**src/rtl/orps_defines.vh**
```
// Constants of the one-time ROM programming sequencer
`ifndef ORPS_DEFINES_VH
`define ORPS_DEFINES_VH
// Clock period in picoseconds (40 MHz)
`define ORPS_CLK_PS          32'h0000_61A8
// Program pulse nominal width in ns (100000), and its bounds (95000, 105000)
`define ORPS_PW_NOM_NS       32'h0001_86A0
`define ORPS_PW_MIN_NS       32'h0001_7318
`define ORPS_PW_MAX_NS       32'h0001_9A28
// Pulse cycles: nominal 100 us at 25 ns
`define ORPS_PW_CYC          ((`ORPS_PW_NOM_NS * 32'h0000_03E8) / `ORPS_CLK_PS)
// Data valid after output enable, 150 ns (least wait, rounded up)
`define ORPS_OE_NS           32'h0000_0096
`define ORPS_OE_CYC          ((`ORPS_OE_NS * 32'h0000_03E8 + `ORPS_CLK_PS - 32'h0000_0001) / `ORPS_CLK_PS)
// Data release after output enable off, 130 ns (least wait, rounded up)
`define ORPS_DFP_NS          32'h0000_0082
`define ORPS_DFP_CYC         ((`ORPS_DFP_NS * 32'h0000_03E8 + `ORPS_CLK_PS - 32'h0000_0001) / `ORPS_CLK_PS)
// Setup time for address, data, strobes and supplies, 2000 ns (rounded up)
`define ORPS_SETUP_NS        32'h0000_07D0
`define ORPS_SETUP_CYC       ((`ORPS_SETUP_NS * 32'h0000_03E8 + `ORPS_CLK_PS - 32'h0000_0001) / `ORPS_CLK_PS)
// Retry pulse limit per byte (ten)
`define ORPS_MAX_RETRY       4'hA
// Address width (128K locations)
`define ORPS_ADDR_W          17
// Address bit that carries the identification voltage
`define ORPS_ID_HV_BIT       9
`endif

```
**src/rtl/orps_sequencer.v**
```verilog
// Programming, verifying and identifying sequencer for a one-time ROM
//
// Function
// - Program pulse nominal 100 us, 95-105 us.
// - Start at lowest address, step upward.
// - Raise core and programming supplies first.
// - First pass: one pulse each, no verify.
// - Second pass: read back and compare each.
// - On miscompare pulse again, verify each time.
// - Ten retries failed: stop, flag part failed.
// - Byte verified: next address until all checked.
// - Then lower both supplies to normal.
// - Final read of all bytes decides pass.
// - Core supply on first, off last.
// - Wait 150 ns after output enable before sampling.
// - Drive data only 130 ns after output enable off.
// - Identify: address low, bit nine high, select bit.
`timescale 1ns/10ps
`default_nettype none
`include "orps_defines.vh"
module orps_sequencer #(
  parameter         AW      = `ORPS_ADDR_W,
  parameter [31:0]  PW_CYC  = `ORPS_PW_CYC,
  parameter [AW-1:0] LAST_ADDR = {AW{1'b1}}
) (
  // Clock and reset
  input  wire             clk_sys,
  input  wire             sys_rst,
  // User command side
  input  wire             start_prog,
  input  wire             start_id,
  output reg  [AW-1:0]    src_addr_q,
  input  wire [7:0]       src_data,
  output reg              busy_q,
  output reg              done_q,
  output reg              pass_q,
  output reg  [7:0]       id_maker_q,
  output reg  [7:0]       id_type_q,
  output reg  [3:0]       retry_cnt_q,
  // Supply control
  output reg              vcc_prog_en_q,
  output reg              vpp_prog_en_q,
  // Device pins
  output reg  [AW-1:0]    rom_addr_q,
  output reg              id_mode_high_voltage_pin_q,
  output reg              chip_en_n_q,
  output reg              out_en_n_q,
  output reg              program_strobe_n_q,
  output reg  [7:0]       data_lines_o_q,
  output reg              data_lines_oe_q,
  input  wire [7:0]       data_lines_i
);

  // States, one-hot
  localparam [12:0] S_IDLE  = 13'h0001;
  localparam [12:0] S_VCC   = 13'h0002;
  localparam [12:0] S_VPP   = 13'h0004;
  localparam [12:0] S_SETUP = 13'h0008;
  localparam [12:0] S_PULSE = 13'h0010;
  localparam [12:0] S_HOLD  = 13'h0020;
  localparam [12:0] S_RDOE  = 13'h0040;
  localparam [12:0] S_RDEND = 13'h0080;
  localparam [12:0] S_VPPOF = 13'h0100;
  localparam [12:0] S_VCCOF = 13'h0200;
  localparam [12:0] S_IDRD  = 13'h0400;
  localparam [12:0] S_DONE  = 13'h0800;
  localparam [12:0] S_FAIL  = 13'h1000;

  // Phases of the sequence
  localparam [1:0] P_FIRST  = 2'h0;
  localparam [1:0] P_VERIFY = 2'h1;
  localparam [1:0] P_FINAL  = 2'h2;
  localparam [1:0] P_ID     = 2'h3;

  localparam [31:0] SETUP_CYC = `ORPS_SETUP_CYC;
  localparam [31:0] OE_CYC    = `ORPS_OE_CYC;
  localparam [31:0] DFP_CYC   = `ORPS_DFP_CYC;

  reg [12:0] state_q;        // Current state
  reg [1:0]  phase_q;        // Current pass
  reg [31:0] tmr_q;          // Cycle timer
  reg        final_ok_q;     // All final reads matched so far

  // Address increment
  function [AW-1:0] next_addr;
    input [AW-1:0] a;
    begin
      next_addr = a + {{(AW-1){1'b0}}, 1'b1};
    end
  endfunction

  // Sequencer process
  always @(posedge clk_sys)
  begin
    if (sys_rst)
    begin
      state_q <= S_IDLE;
      phase_q <= P_FIRST;
      tmr_q <= 32'h0000_0000;
      final_ok_q <= 1'b0;
      src_addr_q <= {AW{1'b0}};
      busy_q <= 1'b0;
      done_q <= 1'b0;
      pass_q <= 1'b0;
      id_maker_q <= 8'h00;
      id_type_q <= 8'h00;
      retry_cnt_q <= 4'h0;
      vcc_prog_en_q <= 1'b0;
      vpp_prog_en_q <= 1'b0;
      rom_addr_q <= {AW{1'b0}};
      id_mode_high_voltage_pin_q <= 1'b0;
      chip_en_n_q <= 1'b1;
      out_en_n_q <= 1'b1;
      program_strobe_n_q <= 1'b1;
      data_lines_o_q <= 8'h00;
      data_lines_oe_q <= 1'b0;
    end
    else
    begin
      tmr_q <= tmr_q + 32'h0000_0001;
      case (state_q)
        // Wait for a command
        S_IDLE:
        begin
          tmr_q <= 32'h0000_0000;
          if (start_prog)
          begin
            src_addr_q <= {AW{1'b0}};
            rom_addr_q <= {AW{1'b0}};
            phase_q <= P_FIRST;
            retry_cnt_q <= 4'h0;
            busy_q <= 1'b1;
            done_q <= 1'b0;
            pass_q <= 1'b0;
            vcc_prog_en_q <= 1'b1;
            state_q <= S_VCC;
          end
          else if (start_id)
          begin
            rom_addr_q <= {AW{1'b0}};
            id_mode_high_voltage_pin_q <= 1'b1;
            phase_q <= P_ID;
            busy_q <= 1'b1;
            done_q <= 1'b0;
            state_q <= S_SETUP;
          end
        end
        // Core supply settle, then programming supply
        S_VCC:
          if (tmr_q >= SETUP_CYC)
          begin
            vpp_prog_en_q <= 1'b1;
            tmr_q <= 32'h0000_0000;
            state_q <= S_VPP;
          end
        // Programming supply settle
        S_VPP:
          if (tmr_q >= SETUP_CYC)
          begin
            tmr_q <= 32'h0000_0000;
            state_q <= S_SETUP;
          end
        // Address/data setup before pulse or read
        S_SETUP:
        begin
          chip_en_n_q <= 1'b0;
          if (phase_q == P_FIRST || (phase_q == P_VERIFY && retry_cnt_q != 4'h0))
          begin
            data_lines_o_q <= src_data;
            data_lines_oe_q <= 1'b1;
          end
          if (tmr_q >= SETUP_CYC)
          begin
            tmr_q <= 32'h0000_0000;
            if (phase_q == P_ID)
            begin
              out_en_n_q <= 1'b0;
              state_q <= S_IDRD;
            end
            else if (data_lines_oe_q)
            begin
              out_en_n_q <= 1'b1;
              program_strobe_n_q <= 1'b0;
              state_q <= S_PULSE;
            end
            else
            begin
              out_en_n_q <= 1'b0;
              state_q <= S_RDOE;
            end
          end
        end
        // Program pulse
        S_PULSE:
          if (tmr_q >= PW_CYC - 32'h0000_0001)
          begin
            program_strobe_n_q <= 1'b1;
            tmr_q <= 32'h0000_0000;
            state_q <= S_HOLD;
          end
        // Data hold after pulse
        S_HOLD:
          if (tmr_q >= SETUP_CYC)
          begin
            data_lines_oe_q <= 1'b0;
            tmr_q <= 32'h0000_0000;
            if (phase_q == P_FIRST)
            begin
              if (src_addr_q == LAST_ADDR)
              begin
                phase_q <= P_VERIFY;
                src_addr_q <= {AW{1'b0}};
                rom_addr_q <= {AW{1'b0}};
              end
              else
              begin
                src_addr_q <= next_addr(src_addr_q);
                rom_addr_q <= next_addr(rom_addr_q);
              end
              state_q <= S_SETUP;
            end
            else
            begin
              out_en_n_q <= 1'b0;
              state_q <= S_RDOE;
            end
          end
        // Wait for data valid, then compare
        S_RDOE:
          if (tmr_q >= OE_CYC)
          begin
            out_en_n_q <= 1'b1;
            tmr_q <= 32'h0000_0000;
            state_q <= S_RDEND;
            if (phase_q == P_FINAL)
            begin
              if (data_lines_i != src_data)
                final_ok_q <= 1'b0;
            end
            else if (data_lines_i == src_data)
            begin
              retry_cnt_q <= 4'h0;
            end
            else if (retry_cnt_q == `ORPS_MAX_RETRY)
            begin
              state_q <= S_FAIL;
            end
            else
            begin
              retry_cnt_q <= retry_cnt_q + 4'h1;
            end
          end
        // Release gap, then next step
        S_RDEND:
          if (tmr_q >= DFP_CYC)
          begin
            tmr_q <= 32'h0000_0000;
            if (retry_cnt_q != 4'h0)
              state_q <= S_SETUP;
            else if (src_addr_q == LAST_ADDR)
            begin
              if (phase_q == P_VERIFY)
              begin
                vpp_prog_en_q <= 1'b0;
                state_q <= S_VPPOF;
              end
              else
              begin
                pass_q <= final_ok_q;
                state_q <= S_DONE;
              end
            end
            else
            begin
              src_addr_q <= next_addr(src_addr_q);
              rom_addr_q <= next_addr(rom_addr_q);
              state_q <= S_SETUP;
            end
          end
        // Programming supply falls
        S_VPPOF:
          if (tmr_q >= SETUP_CYC)
          begin
            vcc_prog_en_q <= 1'b0;
            tmr_q <= 32'h0000_0000;
            state_q <= S_VCCOF;
          end
        // Core supply falls, start final read pass
        S_VCCOF:
          if (tmr_q >= SETUP_CYC)
          begin
            phase_q <= P_FINAL;
            final_ok_q <= 1'b1;
            src_addr_q <= {AW{1'b0}};
            rom_addr_q <= {AW{1'b0}};
            tmr_q <= 32'h0000_0000;
            state_q <= S_SETUP;
          end
        // Identification reads, select bit chooses byte
        S_IDRD:
          if (tmr_q >= OE_CYC)
          begin
            tmr_q <= 32'h0000_0000;
            if (!rom_addr_q[0])
            begin
              id_maker_q <= data_lines_i;
              rom_addr_q <= {{(AW-1){1'b0}}, 1'b1};
            end
            else
            begin
              id_type_q <= data_lines_i;
              out_en_n_q <= 1'b1;
              id_mode_high_voltage_pin_q <= 1'b0;
              pass_q <= 1'b1;
              state_q <= S_DONE;
            end
          end
        // Failure: release everything, supplies down in order
        S_FAIL:
        begin
          pass_q <= 1'b0;
          if (vpp_prog_en_q)
          begin
            vpp_prog_en_q <= 1'b0;
            tmr_q <= 32'h0000_0000;
          end
          else if (tmr_q >= SETUP_CYC)
          begin
            vcc_prog_en_q <= 1'b0;
            state_q <= S_DONE;
          end
        end
        // Sequence ended, result stands until next start
        S_DONE:
        begin
          chip_en_n_q <= 1'b1;
          out_en_n_q <= 1'b1;
          busy_q <= 1'b0;
          done_q <= 1'b1;
          tmr_q <= 32'h0000_0000;
          state_q <= S_IDLE;
        end
        default:
          state_q <= S_IDLE;
      endcase
    end
  end

endmodule
`default_nettype wire

```
**config.mk**
```make
export PLATFORM = sky130hd
export DESIGN_NAME = orps_sequencer
export DESIGN_NICKNAME = d
export VERILOG_FILES = /design/src/rtl/orps_sequencer.v
export VERILOG_INCLUDE_DIRS = /design/src /design/src/rtl
export SDC_FILE = /design/constraint.sdc
export NUM_CORES = 1
export LEC_CHECK = 0
export BUFFER_PORTS_ARGS = -buffer_cell sky130_fd_sc_hd__buf_2
export CORE_ASPECT_RATIO = 1.75
export CORE_MARGIN = 2
export CORE_UTILIZATION = 45
export CTS_CLUSTER_SIZE = 16
export DETAILED_ROUTE_END_ITERATION = 16
export PLACE_DENSITY = 0.65
export SYNTH_ARGS = -nofsm -noshare
export SYNTH_HDL_FRONTEND = slang
export SYNTH_SLANG_ARGS = --single-unit
```
**constraint.sdc**
```tcl
create_clock -name clk_sys -period 6.54 [get_ports clk_sys]
set_input_delay 0.981 -clock clk_sys [delete_from_list [all_inputs] [get_ports clk_sys]]
set_output_delay 0.981 -clock clk_sys [all_outputs]
set_load 0.05 [all_outputs]
```
==> Word-level counts from Yosys, hierarchy flattened <==
Index checks and enable logic that the tools add are counted.
{ "totals": {"output_inout_bits": 72, "register_bits": 120, "word_cells": 232} }
{ "op_classes": {"bitwise_logic": 1, "n_lt_le_gt_ge": 3, "add_sub_neg": 4, "n_reduce_logical": 40, "n_eq_ne": 53, "mux": 110} }
{ "ops": {"columns": ["op", "count"], "rows": [
  ["$mux W17", 18],
  ["$mux W13", 19],
  ["$pmux W32 S5", 1],
  ["$pmux W13 S11", 1],
  ["$mux W32", 4],
  ["$pmux W17 S5", 1],
  ["$pmux W17 S4", 1],
  ["$ne A2 B2 Y1 const B", 30],
  ["$mux W1", 37],
  ["$add A17 B1 Y17 const B", 2],
  ["$add A32 B1 Y32 const B", 1],
  ["$ge A32 B12 Y1 const B", 1],
  ["$ge A32 B3 Y1 const B", 1],
  ["$ge A32 B7 Y1 const B", 1],
  ["$mux W4", 5],
  ["$reduce_and A5 Y1", 4],
  ["$eq A17 B17 Y1 const B", 1],
  ["$reduce_and A8 Y1", 2],
  ["$mux W7", 2],
  ["$pmux W1 S2", 7],
  ["$reduce_bool A2 Y1", 7],
  ["$eq A13 B1 Y1 const B", 1],
  ["$eq A13 B10 Y1 const B", 1],
  ["$eq A13 B11 Y1 const B", 1],
  ["other kinds (43)", 62]
]} }

==> Depth between registers and ports, before layout <==
Gate-level depths: netlist (run 1).
{ "depth": {"ltp_word": 6, "depth_mapped": 14, "mapped_depth_nobuf": 13} }

==> Worst setup path before layout (run 1) <==
No wires, ideal clock.
{ "synth_path": {"path_type": "register to register", "from": "reg src_addr_q[0]", "to": "reg rom_addr_q[15]", "stages_incl_launch_ff": 15, "setup_slack_ns": 2.721, "setup_ns": 0.121, "synth_period_minus_slack_ns": 3.819, "arrival_time_ns": 3.699, "path_buffers": 1, "path_cell_list": "dfxtp_1 -> ha_1 -> nand3_1 -> nor4_1 -> nand3_1 -> nor2_1 -> and3_1 -> ha_1 -> nor4b_1 -> or3b_2 -> a2111oi_0 -> a211oi_1 -> clkbuf_1 -> a31oi_1 -> o21ai_1"} }
{ "synth_between": {"elab_chain_cells": 5} }
{ "synth_rtl": {"columns": ["element", "line_no", "source"], "rows": [
  ["start: declaration", "orps_sequencer.v:32", "output reg [AW-1:0] src_addr_q,"],
  ["start signal: assignment", "orps_sequencer.v:101", "src_addr_q <= {AW{1'b0}};"],
  ["start signal: assignment", "orps_sequencer.v:128", "src_addr_q <= {AW{1'b0}};"],
  ["start signal: assignment", "orps_sequencer.v:212", "src_addr_q <= {AW{1'b0}};"],
  ["$eq A17 B17 Y1 (*)", "orps_sequencer.v:209, orps_sequencer.v:260", null],
  ["$mux W17", "orps_sequencer.v:209", "if (src_addr_q == LAST_ADDR)"],
  ["$mux W17", "orps_sequencer.v:207", "if (phase_q == P_FIRST)"],
  ["$mux W17", "orps_sequencer.v:203", "if (tmr_q >= SETUP_CYC)"],
  ["$pmux W17 S5", "orps_sequencer.v:121", "case (state_q)"],
  ["end signal: assignment", "orps_sequencer.v:129", "rom_addr_q <= {AW{1'b0}};"],
  ["end signal: assignment", "orps_sequencer.v:213", "rom_addr_q <= {AW{1'b0}};"],
  ["end signal: assignment", "orps_sequencer.v:218", "rom_addr_q <= next_addr(rom_addr_q);"],
  ["end: declaration", "orps_sequencer.v:44", "output reg [AW-1:0] rom_addr_q,"]
]} }
Every way passes the cells marked *; elsewhere a longest branch is shown, timed or not. The select of a mux whose other input is x is not followed.
A chain may end at the register's enable or synchronous reset.

==> Final worst setup path (run 1) <==
{ "layout_path": {"from": "reg src_addr_q[0]", "to": "reg rom_addr_q[13]"} }
Same word-level chain as after synthesis.

==> results of run 1 <==
==> per-layer routing <==
metal / GRT usage [%] / up-vias
met4: 12.1 / 0
li1: - / 3080
met2: 42.0 / 226
met5: 0 / -
met1: 27.0 / 3020
met3: 4.80 / 63
==> sequential cells by signal (all words and copies together), names as in the netlist, 2 cells and up <==
signal	cells
state_q	13
id_maker_q	8
id_type_q	8
rom_addr_q	17
phase_q	2
data_lines_o_q	8
src_addr_q	17
retry_cnt_q	4
tmr_q	32
==> cells in the mapped netlist (7+ instances only) <==
cell,n
dfxtp_1,120
nor2_1,80
nor3_1,59
nand2_1,53
nand3_1,51
nand4_1,31
mux2i_1,29
a21oi_1,27
inv_1,26
o21ai_0,24
xor2_1,24
clkbuf_1,21
nor4_1,17
xnor2_1,15
o211ai_1,13
buf_2,11
o31ai_1,11
and4_1,10
and3_1,9
or4_1,9
ha_1,8
or3_1,8
nor2b_1,7
==> logic make-up (layout without fill, tap and decap cells) <==
kind of cell               count (synthesis)  after routing  synth area share, %
and+or+nand+nor                          378            378                 31.6
AOI/OAI and AO/OA                        140            140                 15.3
DFF                                      120            120                 36.7
buffers and inverters                     69            154                 4.84
xor gates and xnor gates                  39             39                 5.22
muxes                                     31             31                 4.78
adders and majority gates                  8              8                 1.53
==> through the flow <==
stage          hold WS [ns]  setup slack (ns)  utilization [%]  instances  instance area (µm²)
2_1_floorplan         0.470              2.72                -        785                 6550
3_3_place_gp          0.437              2.70             49.3       1018                 7050
3_5_place_dp          0.446              2.57             49.3       1018                 7050
4_1_cts               0.456              2.52             53.7       1050                 7670
5_1_grt               0.487              2.18             53.7       1050                 7670
6_report              0.453              2.50             53.7       1050                 7670
==> worst register-to-register path, stage by stage (launching register included) <==
cell and delay [ns]:
dfxtp_1 0.37, ha_1 0.21, nand3_1 0.17, nor4_1 0.51, nand3_1 0.18, nor2_1 0.23
and3_1 0.21, ha_1 0.25, nor4b_1 0.12, or3b_2 0.45, a2111oi_0 0.51, a211oi_2 0.29
nand2_1 0.27, o221ai_1 0.14
==> how the worst max path moves through the flow <==
stage	from	endpoint	slack, ns	cells after the start
final	src_addr_q[0]$_SDFFE_PP0P_	rom_addr_q[13]$_SDFFE_PP0P_	2.50	13
after global routing	src_addr_q[0]$_SDFFE_PP0P_	rom_addr_q[13]$_SDFFE_PP0P_	2.18	13
after CTS	src_addr_q[0]$_SDFFE_PP0P_	rom_addr_q[13]$_SDFFE_PP0P_	2.52	13
after detailed placement	src_addr_q[0]$_SDFFE_PP0P_	rom_addr_q[12]$_SDFFE_PP0P_	2.57	13
after global placement	src_addr_q[0]$_SDFFE_PP0P_	rom_addr_q[13]$_SDFFE_PP0P_	2.70	13
after floorplan	src_addr_q[0]$_SDFFE_PP0P_	rom_addr_q[15]$_SDFFE_PP0P_	2.72	14
==> power breakdown <==
part	leakage (µW)	switching, µW	total, µW	internal (µW)
sequential	0.000968	29.4	785	755
combinational	0.00170	278	391	113
clock	0.000304	336	983	647
total	0.00297	644	2160	1520
==> final cells by class <==
type / instances / area, µm² / area share [%]
Tap cell: 180 / 225 / 2.93
Multi-Input combinational cell: 596 / 3830 / 49.9
Clock inverter: 12 / 174 / 2.27
Inverter: 26 / 97.6 / 1.27
Timing Repair Buffer: 96 / 495 / 6.46
Sequential cell: 120 / 2400 / 31.3
Clock buffer: 20 / 447 / 5.82
==> impl_metrics.tcl, run 1 <==
set metrics [dict create \
    status "complete, no violations" \
    synth_edf_count 0 \
    final_cell_mix "dfxtp_1, buf_2, nor2_1" \
    ant_nets 0 \
    finalSetupTns_ns 0 \
    numCtsBuffers 17 \
    grt_pass1_wl_um 30100 \
    cap_violations 0 \
    clk_path_buf_depth 2 \
    cts_setup_buffers 0 \
    drt_iter0_markers 514 \
    core_region_area_um2 14300 \
    crit_chain "ha_1 > nand3_1 > nor4_1 > nand3_1 > nor2_1 > and3_1 > ha_1 > nor4b_1 > or3b_2 > a2111oi_0 > a211oi_2 > nand2_1 > o221ai_1" \
    fin_crit_sh_pct 61.7 \
    wl_met2_um 9700 \
    synth_top_area_share_pct 36.7 \
    cts_resized 0 \
    ys_top_cells_by_area "dfxtp_1, nor2_1, nor3_1" \
    ctsHoldBuffers 0 \
    async_flop_share_pct 0 \
    leakage_uw 0.00297 \
    yosysTopAreaCell "dfxtp_1" \
    rsz0062_at_grt "no" \
    r2r_end "rom_addr_q[13]$_SDFFE_PP0P_" \
    initial_core_util_pct 45.8 \
    crit_required_ns 6.81 \
    worstPathArrival_ns 4.30 \
    path_delay_family "simple AND/OR/NAND/NOR gates" \
    layout_commonest_cell "dfxtp_1" \
    ys_ff_latch 120 \
    htreeDepth 4 \
    top_layer "met4" \
    worst_pin_slew_ns 1.15 \
    yosysWarnings 0 \
    power.density_nw_per_um2 281 \
    syn_inst 785 \
    reg2reg_from "src_addr_q[0]$_SDFFE_PP0P_" \
    wl_met3_um 970 \
    via_per_inst 6.08 \
    crit_path_start_kind "flip-flop" \
    overflow 0 \
    hold_depth 2 \
    r2r_cells 13 \
    wl_um 18900 \
    peakVddDrop_mv 0.179 \
    syn_nets 813 \
    diodes 0 \
    syn2layout_area_growth_pct 17.2 \
    timing.fmax_mhz 248 \
    wl_per_cell_um 18.0 \
    fillers 1333 \
    cts-root-buf "clkbuf_16" \
    fp.dieW_um 95.2 \
    worstPathMaxFanout 15 \
    setup_viol 0 \
    period_needed_ns 4.04 \
    min_to "chip_en_n_q$_SDFFE_PP1P_" \
    cpMaxStageDelayCell "nor4_1" \
    hpwl_um 13400 \
    end_kind "flip-flop" \
    slowest_delay_ns 0.51 \
    worst-setup-path-type "flip-flop to flip-flop" \
    clkSinkCount 120 \
    syn_area_per_cell_um2 8.34 \
    place.gp.congestion 0.975 \
    grt_pass1_vias 6238 \
    m1WireLength_um 7410 \
    ioPinCount 92 \
    skew_ns 0.00899 \
    syn_area_um2 6550 \
    nets 885 \
    firstDrtPassIters 6 \
    drive_above_1_share_pct 18.4 \
    ys_seq_area_share_pct 36.7 \
    path_clk_slew_ns 0.06 \
    yosys.cell_types.count 78 \
    slew_headroom_pct 23.1 \
    reg2reg_slack_ns 2.50 \
    track_usage_pct 24.0 \
    clock_latency_ns 0.41 \
    finalHoldViolCount 0 \
    drv_slew 0 \
    min_path_type "flip-flop to flip-flop" \
    rows 58 \
    num_vias 6389 \
    grt_max_degree 61 \
    cts_tree "built" \
    die_height_um 164 \
    total_power_uw 2160 \
    drc 0 \
    critPathBufInv 0 \
    portBuffers 91 \
    die_area_um2 15600 \
    antenna_found_initial 0 \
    min-delay-start "chip_en_n_q$_SDFFE_PP1P_" \
    synth_ff_type "dfxtp_1" \
]
Note: power is estimated with default switching activity, not from simulation.
==> inputs of run 2 (changes only) <==
Clock period 6.54 ns to 4.2 ns, I/O delays scaled along.
==> run 2 against run 1 <==
Compared with the run above:
- sequential cell count is the same
- setup slack lost 2.2 ns
- first-iteration DRC count shrank 9.7%
- cell count grew 0.57%
- largest power group unchanged
- routed wire length shrank 0.39%
- combinational power grew 56%
==> impl_metrics.tcl, run 2 (synthesis results as in run 1) <==
set metrics [dict create \
    status "complete, no violations" \
    fillers 1352 \
    portBuffers 91 \
    finalSetupTns_ns 0 \
    ant_nets 0 \
    die_area_um2 15600 \
    reg2reg_slack_ns 0.29 \
    syn2layout_area_growth_pct 17.9 \
    r2r_cells 13 \
    die_height_um 164 \
    worst_pin_slew_ns 1.16 \
    cts-root-buf "clkbuf_16" \
    antenna_found_initial 0 \
    fin_crit_sh_pct 93.0 \
    worstPathMaxFanout 15 \
    num_vias 6380 \
    seqCellArea_um2 2400 \
    end_kind "flip-flop" \
    layout_commonest_cell "dfxtp_1" \
    clock_latency_ns 0.42 \
    drt_iter0_markers 464 \
    setup_viol 0 \
    cts_tree "built" \
    crit_end "rom_addr_q[16]$_SDFFE_PP0P_" \
    clkSinkCount 120 \
    hpwl_um 13300 \
    grt_pass1_wl_um 29800 \
    overflow 0 \
    path_delay_family "simple AND/OR/NAND/NOR gates" \
    placement.cell_area_um2 7100 \
    critPathBufInv 0 \
    period_needed_ns 3.91 \
    top_register "tmr_q" \
    slowest_delay_ns 0.53 \
    r2r_end "rom_addr_q[16]$_SDFFE_PP0P_" \
    grt_max_degree 56 \
    largestRegisters "tmr_q: 32 flops, rom_addr_q: 17 flops, src_addr_q: 17 flops" \
    core_region_area_um2 14300 \
    ctsHoldBuffers 0 \
    drc 0 \
    clk_path_buf_depth 2 \
    skew_ns 0.0105 \
    path_depth 13 \
    rsz0062_at_grt "no" \
    place.gp.congestion 0.979 \
    power.density_nw_per_um2 431 \
    min-delay-start "chip_en_n_q$_SDFFE_PP1P_" \
    multi_input_area_um2 3850 \
    nets 891 \
    grt_pass1_vias 5998 \
    via_per_inst 6.04 \
    fp.dieW_um 95.2 \
    reg2reg_from "src_addr_q[0]$_SDFFE_PP0P_" \
    cap_violations 0 \
    wl_um 18800 \
    worstPathArrival_ns 4.18 \
    crit_path_start_kind "flip-flop" \
    final_cell_mix "dfxtp_1, buf_2, nor2_1" \
    initial_core_util_pct 45.8 \
    track_usage_pct 24.2 \
    fin_area_um2 7720 \
    drv_slew 0 \
    min_path_type "flip-flop to flip-flop" \
    diodes 0 \
    path_clk_slew_ns 0.06 \
    cpMaxStageDelayCell "nor4_1" \
    rows 58 \
    slew_headroom_pct 22.5 \
    crit_chain "ha_1 > nand3_1 > nor4_1 > nand3_1 > nor2_1 > and3_1 > ha_1 > nor4b_1 > or3b_2 > a2111oi_2 > a211oi_4 > nand2_1 > o221ai_1" \
    leakage_uw 0.00299 \
    finalHoldViolCount 0 \
    timing.fmax_mhz 256 \
    peakVddDrop_mv 0.238 \
    worst-setup-path-type "flip-flop to flip-flop" \
    ioPinCount 92 \
    crit_required_ns 4.47 \
    largest_register_ffs 32 \
    wl_per_cell_um 17.8 \
    firstDrtPassIters 5 \
    htreeDepth 4 \
    crit_start "src_addr_q[0]$_SDFFE_PP0P_" \
    numCtsBuffers 17 \
    drive_above_1_share_pct 19.2 \
]
==> run 2: layout make-up <==
type	instances	area share [%]
clock buffers	20	5.92
well taps	180	2.92
flip-flops and latches	120	31.1
multi-input cells	596	49.8
repair buffers	102	7.00
inverters	26	1.26
clock inverters	12	1.95
==> run 2: how the worst min path moves through the flow <==
stage / end / slack (ns) / depth (start not counted)
after floorplan: tmr_q[0]$_SDFF_PP0_ / 0.47 / 1
after global placement: chip_en_n_q$_SDFFE_PP1P_ / 0.44 / 2
after detailed placement: chip_en_n_q$_SDFFE_PP1P_ / 0.44 / 2
after CTS: chip_en_n_q$_SDFFE_PP1P_ / 0.45 / 2
after global routing: chip_en_n_q$_SDFFE_PP1P_ / 0.47 / 2
final: chip_en_n_q$_SDFFE_PP1P_ / 0.44 / 2
==> run 2: layer usage <==
| layer | share of wire, % | track usage [%] | vias to the layer above | wire [µm] |
|---|---|---|---|---|
| li1 | - | - | 3082 | - |
| met1 | 41 | 28.2 | 3022 | 7670 |
| met2 | 50 | 40.8 | 217 | 9480 |
| met5 | 0 | 0 | - | 0 |
| met3 | 4.3 | 4.52 | 59 | 801 |
| met4 | 4.5 | 13.4 | 0 | 837 |
==> run 2: worst min-delay path, stage by stage (launching register included) <==
cell and delay, ns:
dfxtp_1 0.31, nand2_1 0.05, nand2_1 0.04
==> run 2: repair_timing <==
| action | 4_1_cts | 5_1_grt |
|---|---|---|
| setup buffers | 0 | 0 |
| hold endpoints to repair | 0 | 0 |
| resized for setup | 0 | 3 |
| setup endpoints to repair | 0 | 19 |
==> run 2: stage by stage <==
stage | utilization (%) | worst slack, ns | instances | total power [µW] | hold WS, ns
CTS | 53.9 | 0.238 | 1056 | 3340 | 0.448
global placement | 49.6 | 0.397 | 1024 | 1830 | 0.437
floorplan | - | 0.381 | 785 | 1710 | 0.470
finish | 54.0 | 0.295 | 1056 | 3330 | 0.442
detailed placement | 49.6 | 0.241 | 1024 | 1840 | 0.437
global route | 54.0 | 0.0206 | 1056 | 3450 | 0.474
==> run 2: report_power, final <==
group / internal [µW] / switching [µW]
logic: 180 / 430
clock network: 961 / 538
registers: 1180 / 44.9
==> inputs of run 3 (changes only) <==
Settings changed: ABC_AREA from default to 1, PLACE_DENSITY 0.65 to default.
==> run 3 against run 2 <==
Compared with the run above:
- via count grew 17%
- worst hold slack improved by 0.020 ns
- fmax grew 22%
- clock skew increased by 0.0038 ns
- global-route usage up 0.87 points
- combinational power increased by 140%
- non-clock buffer count shrank 8
- setup slack improved by 0.70 ns
- critical path depth decreased by 1
- area after synthesis increased by 13%
- critical path type unchanged
- critical endpoint is now src_addr_q[0]$_SDFFE_PP0P_
==> impl_metrics.tcl, run 3 <==
set metrics [dict create \
    num_vias 7473 \
    min_path_type "flip-flop to flip-flop" \
    fillers 1674 \
    min-delay-start "rom_addr_q[11]$_SDFFE_PP0P_" \
    cpMaxStageDelayCell "dfxtp_1" \
    hpwl_um 16100 \
    overflow 0 \
    reg2reg_from "src_addr_q[0]$_SDFFE_PP0P_" \
    status "complete, no violations" \
    clkSinkCount 120 \
    timing.fmax_mhz 312 \
    leakage_uw 0.00382 \
    r2r_cells 12 \
    slowest_delay_ns 0.45 \
    antenna_found_initial 0 \
    wl_um 21400 \
    top_register "tmr_q" \
    grt_pass1_wl_um 35000 \
    htreeDepth 4 \
    worst-setup-path-type "flip-flop to flip-flop" \
    diodes 0 \
    r2r_end "src_addr_q[0]$_SDFFE_PP0P_" \
    worstPathMaxFanout 17 \
    finalHoldViolCount 0 \
    cts_setup_buffers 0 \
    drt_iter0_markers 344 \
    syn2layout_area_growth_pct 14.6 \
    nets 1245 \
    synth_top_area_share_pct 32.6 \
    crit_top_cell "nand2_1" \
    fp.dieW_um 101 \
    power.density_nw_per_um2 501 \
    die_area_um2 17400 \
    layout_commonest_cell "nand2_1" \
    ys_ff_latch 120 \
    cts-root-buf "clkbuf_16" \
    rows 61 \
    yosysTopAreaCell "dfxtp_1" \
    syn_nets 1164 \
    numCtsBuffers 17 \
    syn_inst 1136 \
    grt_use_met2_pct 46.7 \
    synth_most_common_cell "nand2_1" \
    rsz0062_at_grt "no" \
    place.gp.congestion 0.924 \
    cts_resized 0 \
    slew_headroom_pct 42.8 \
    yosys.cell_types.count 48 \
    core_region_area_um2 16000 \
    syn_area_um2 7370 \
    crit_required_ns 4.54 \
    crit_path_start_kind "flip-flop" \
    drv_slew 0 \
    clk_path_buf_depth 2 \
    worst_pin_slew_ns 0.855 \
    path_clk_slew_ns 0.07 \
    portBuffers 91 \
    drive_above_1_share_pct 15.1 \
    period_needed_ns 3.20 \
    hold_depth 2 \
    final_cell_mix "nand2_1, nor2_1, inv_1" \
    cts_tree "built" \
    multi_input_area_um2 4240 \
    ctsHoldBuffers 0 \
    via_per_inst 5.27 \
    grt_util_met3_pct 3.79 \
    ys_seq_area_share_pct 32.6 \
    initial_core_util_pct 46.2 \
    setup_viol 0 \
    reg2reg_slack_ns 1.0 \
    synth_edf_count 0 \
    ys_top_cells_by_area "dfxtp_1, nand2_1, nor2_1" \
    async_flop_share_pct 0 \
    largestRegisters "tmr_q: 32 flops, rom_addr_q: 17 flops, src_addr_q: 17 flops" \
    yosysWarnings 0 \
    crit_chain "ha_1 > nand2_1 > nor2_1 > nand2_1 > nor4_1 > ha_1 > inv_1 > a21oi_1 > nor2_4 > nand2_4 > nand2_1 > a21oi_1" \
    seqCellArea_um2 2400 \
    synth_commonest_cells "nand2_1, nor2_1, inv_1, dfxtp_1, nand3_1" \
    ioPinCount 92 \
    ant_nets 0 \
    wl_per_cell_um 15.1 \
    min_to "rom_addr_q[11]$_SDFFE_PP0P_" \
    finalCoreUtilization_pct 52.9 \
    fin_crit_sh_pct 76.3 \
    busiest_layer "met2" \
    end_kind "flip-flop" \
    met1_usage_pct 25.8 \
    grt_pass1_vias 7317 \
    synth_ff_type "dfxtp_1" \
    drc 0 \
    track_usage_pct 25.1 \
    firstDrtPassIters 5 \
    largest_register_ffs 32 \
    clock_latency_ns 0.42 \
    grt_max_degree 41 \
    skew_ns 0.0143 \
    cap_violations 0 \
    syn_area_per_cell_um2 6.48 \
    finalSetupTns_ns 0 \
    peakVddDrop_mv 0.286 \
    worstPathArrival_ns 3.54 \
    die_height_um 173 \
]
==> run 3: cell types whose count changed after synthesis, sizes merged, moves of 22 or more <==
| cell | before | now |
|---|---|---|
| mux2i | 29 | 0 |
| nor2 | 83 | 226 |
| o21ai | 27 | 49 |
| inv | 26 | 134 |
| nand3 | 52 | 110 |
| nor3 | 59 | 33 |
| nand2 | 53 | 263 |
==> run 3: through the flow <==
step | setup WS (ns) | power [µW] | hold slack (ns) | instances | instance area, µm²
after floorplan | 1.19 | 2550 | 0.430 | 1136 | 7370
after global placement | 1.18 | 2800 | 0.437 | 1387 | 7860
after detailed placement | 1.02 | 2800 | 0.443 | 1387 | 7860
after CTS | 1.01 | 4260 | 0.462 | 1419 | 8440
after global routing | 0.724 | 4500 | 0.476 | 1419 | 8440
final | 0.995 | 4230 | 0.461 | 1419 | 8440
==> run 3: kinds of logic (layout without fill, tap and decap cells) <==
family | Yosys count | count (layout) | synth area share [%]
buf+inv | 166 | 260 | 9.89
flops | 120 | 120 | 32.6
xor+xnor | 38 | 38 | 4.52
fa+ha+maj | 8 | 8 | 1.36
simple gates | 668 | 668 | 40.8
compound gates | 136 | 136 | 10.9
==> run 3: final cells by class <==
class | count | area share [%]
clock buffers | 18 | 5.20
repair buffers | 94 | 5.66
inverters | 134 | 6.02
multi-input cells | 850 | 50.2
flip-flops and latches | 120 | 28.5
clock inverters | 14 | 1.66
well taps | 189 | 2.80
==> run 3: report_power, final <==
group / internal, µW / total (µW) / switching [µW] / leakage, µW
registers: 1230 / 1320 / 89.8 / 0.000972
clock network: 845 / 1450 / 603 / 0.000285
logic: 390 / 1460 / 1070 / 0.00256
==> run 3: critical path, delay by kind of cell, from the launching register on <==
kind            cells  cell delay [ns]
flops               1             0.45
fa+ha+maj           2             0.70
simple gates        7             1.15
buf+inv             1             0.35
compound gates      2             0.46
==> run 3: how the worst max path moves through the flow <==
stage | startpoint | endpoint | slack, ns | cells past startpoint
2_1_floorplan | src_addr_q[0]$_SDFFE_PP0P_ | src_addr_q[11]$_SDFFE_PP0P_ | 1.19 | 14
3_3_place_gp | src_addr_q[0]$_SDFFE_PP0P_ | rom_addr_q[7]$_SDFFE_PP0P_ | 1.18 | 13
3_5_place_dp | src_addr_q[0]$_SDFFE_PP0P_ | src_addr_q[11]$_SDFFE_PP0P_ | 1.02 | 12
4_1_cts | src_addr_q[0]$_SDFFE_PP0P_ | src_addr_q[11]$_SDFFE_PP0P_ | 1.01 | 12
5_1_grt | src_addr_q[0]$_SDFFE_PP0P_ | src_addr_q[13]$_SDFFE_PP0P_ | 0.72 | 12
6_report | src_addr_q[0]$_SDFFE_PP0P_ | src_addr_q[0]$_SDFFE_PP0P_ | 1.0 | 12
==> run 3: per-layer routing <==
layer | up-vias | share of wire [%]
met5 | - | 0
met4 | 0 | 4.9
met3 | 64 | 3.8
met2 | 181 | 54
met1 | 3400 | 37
li1 | 3828 | -
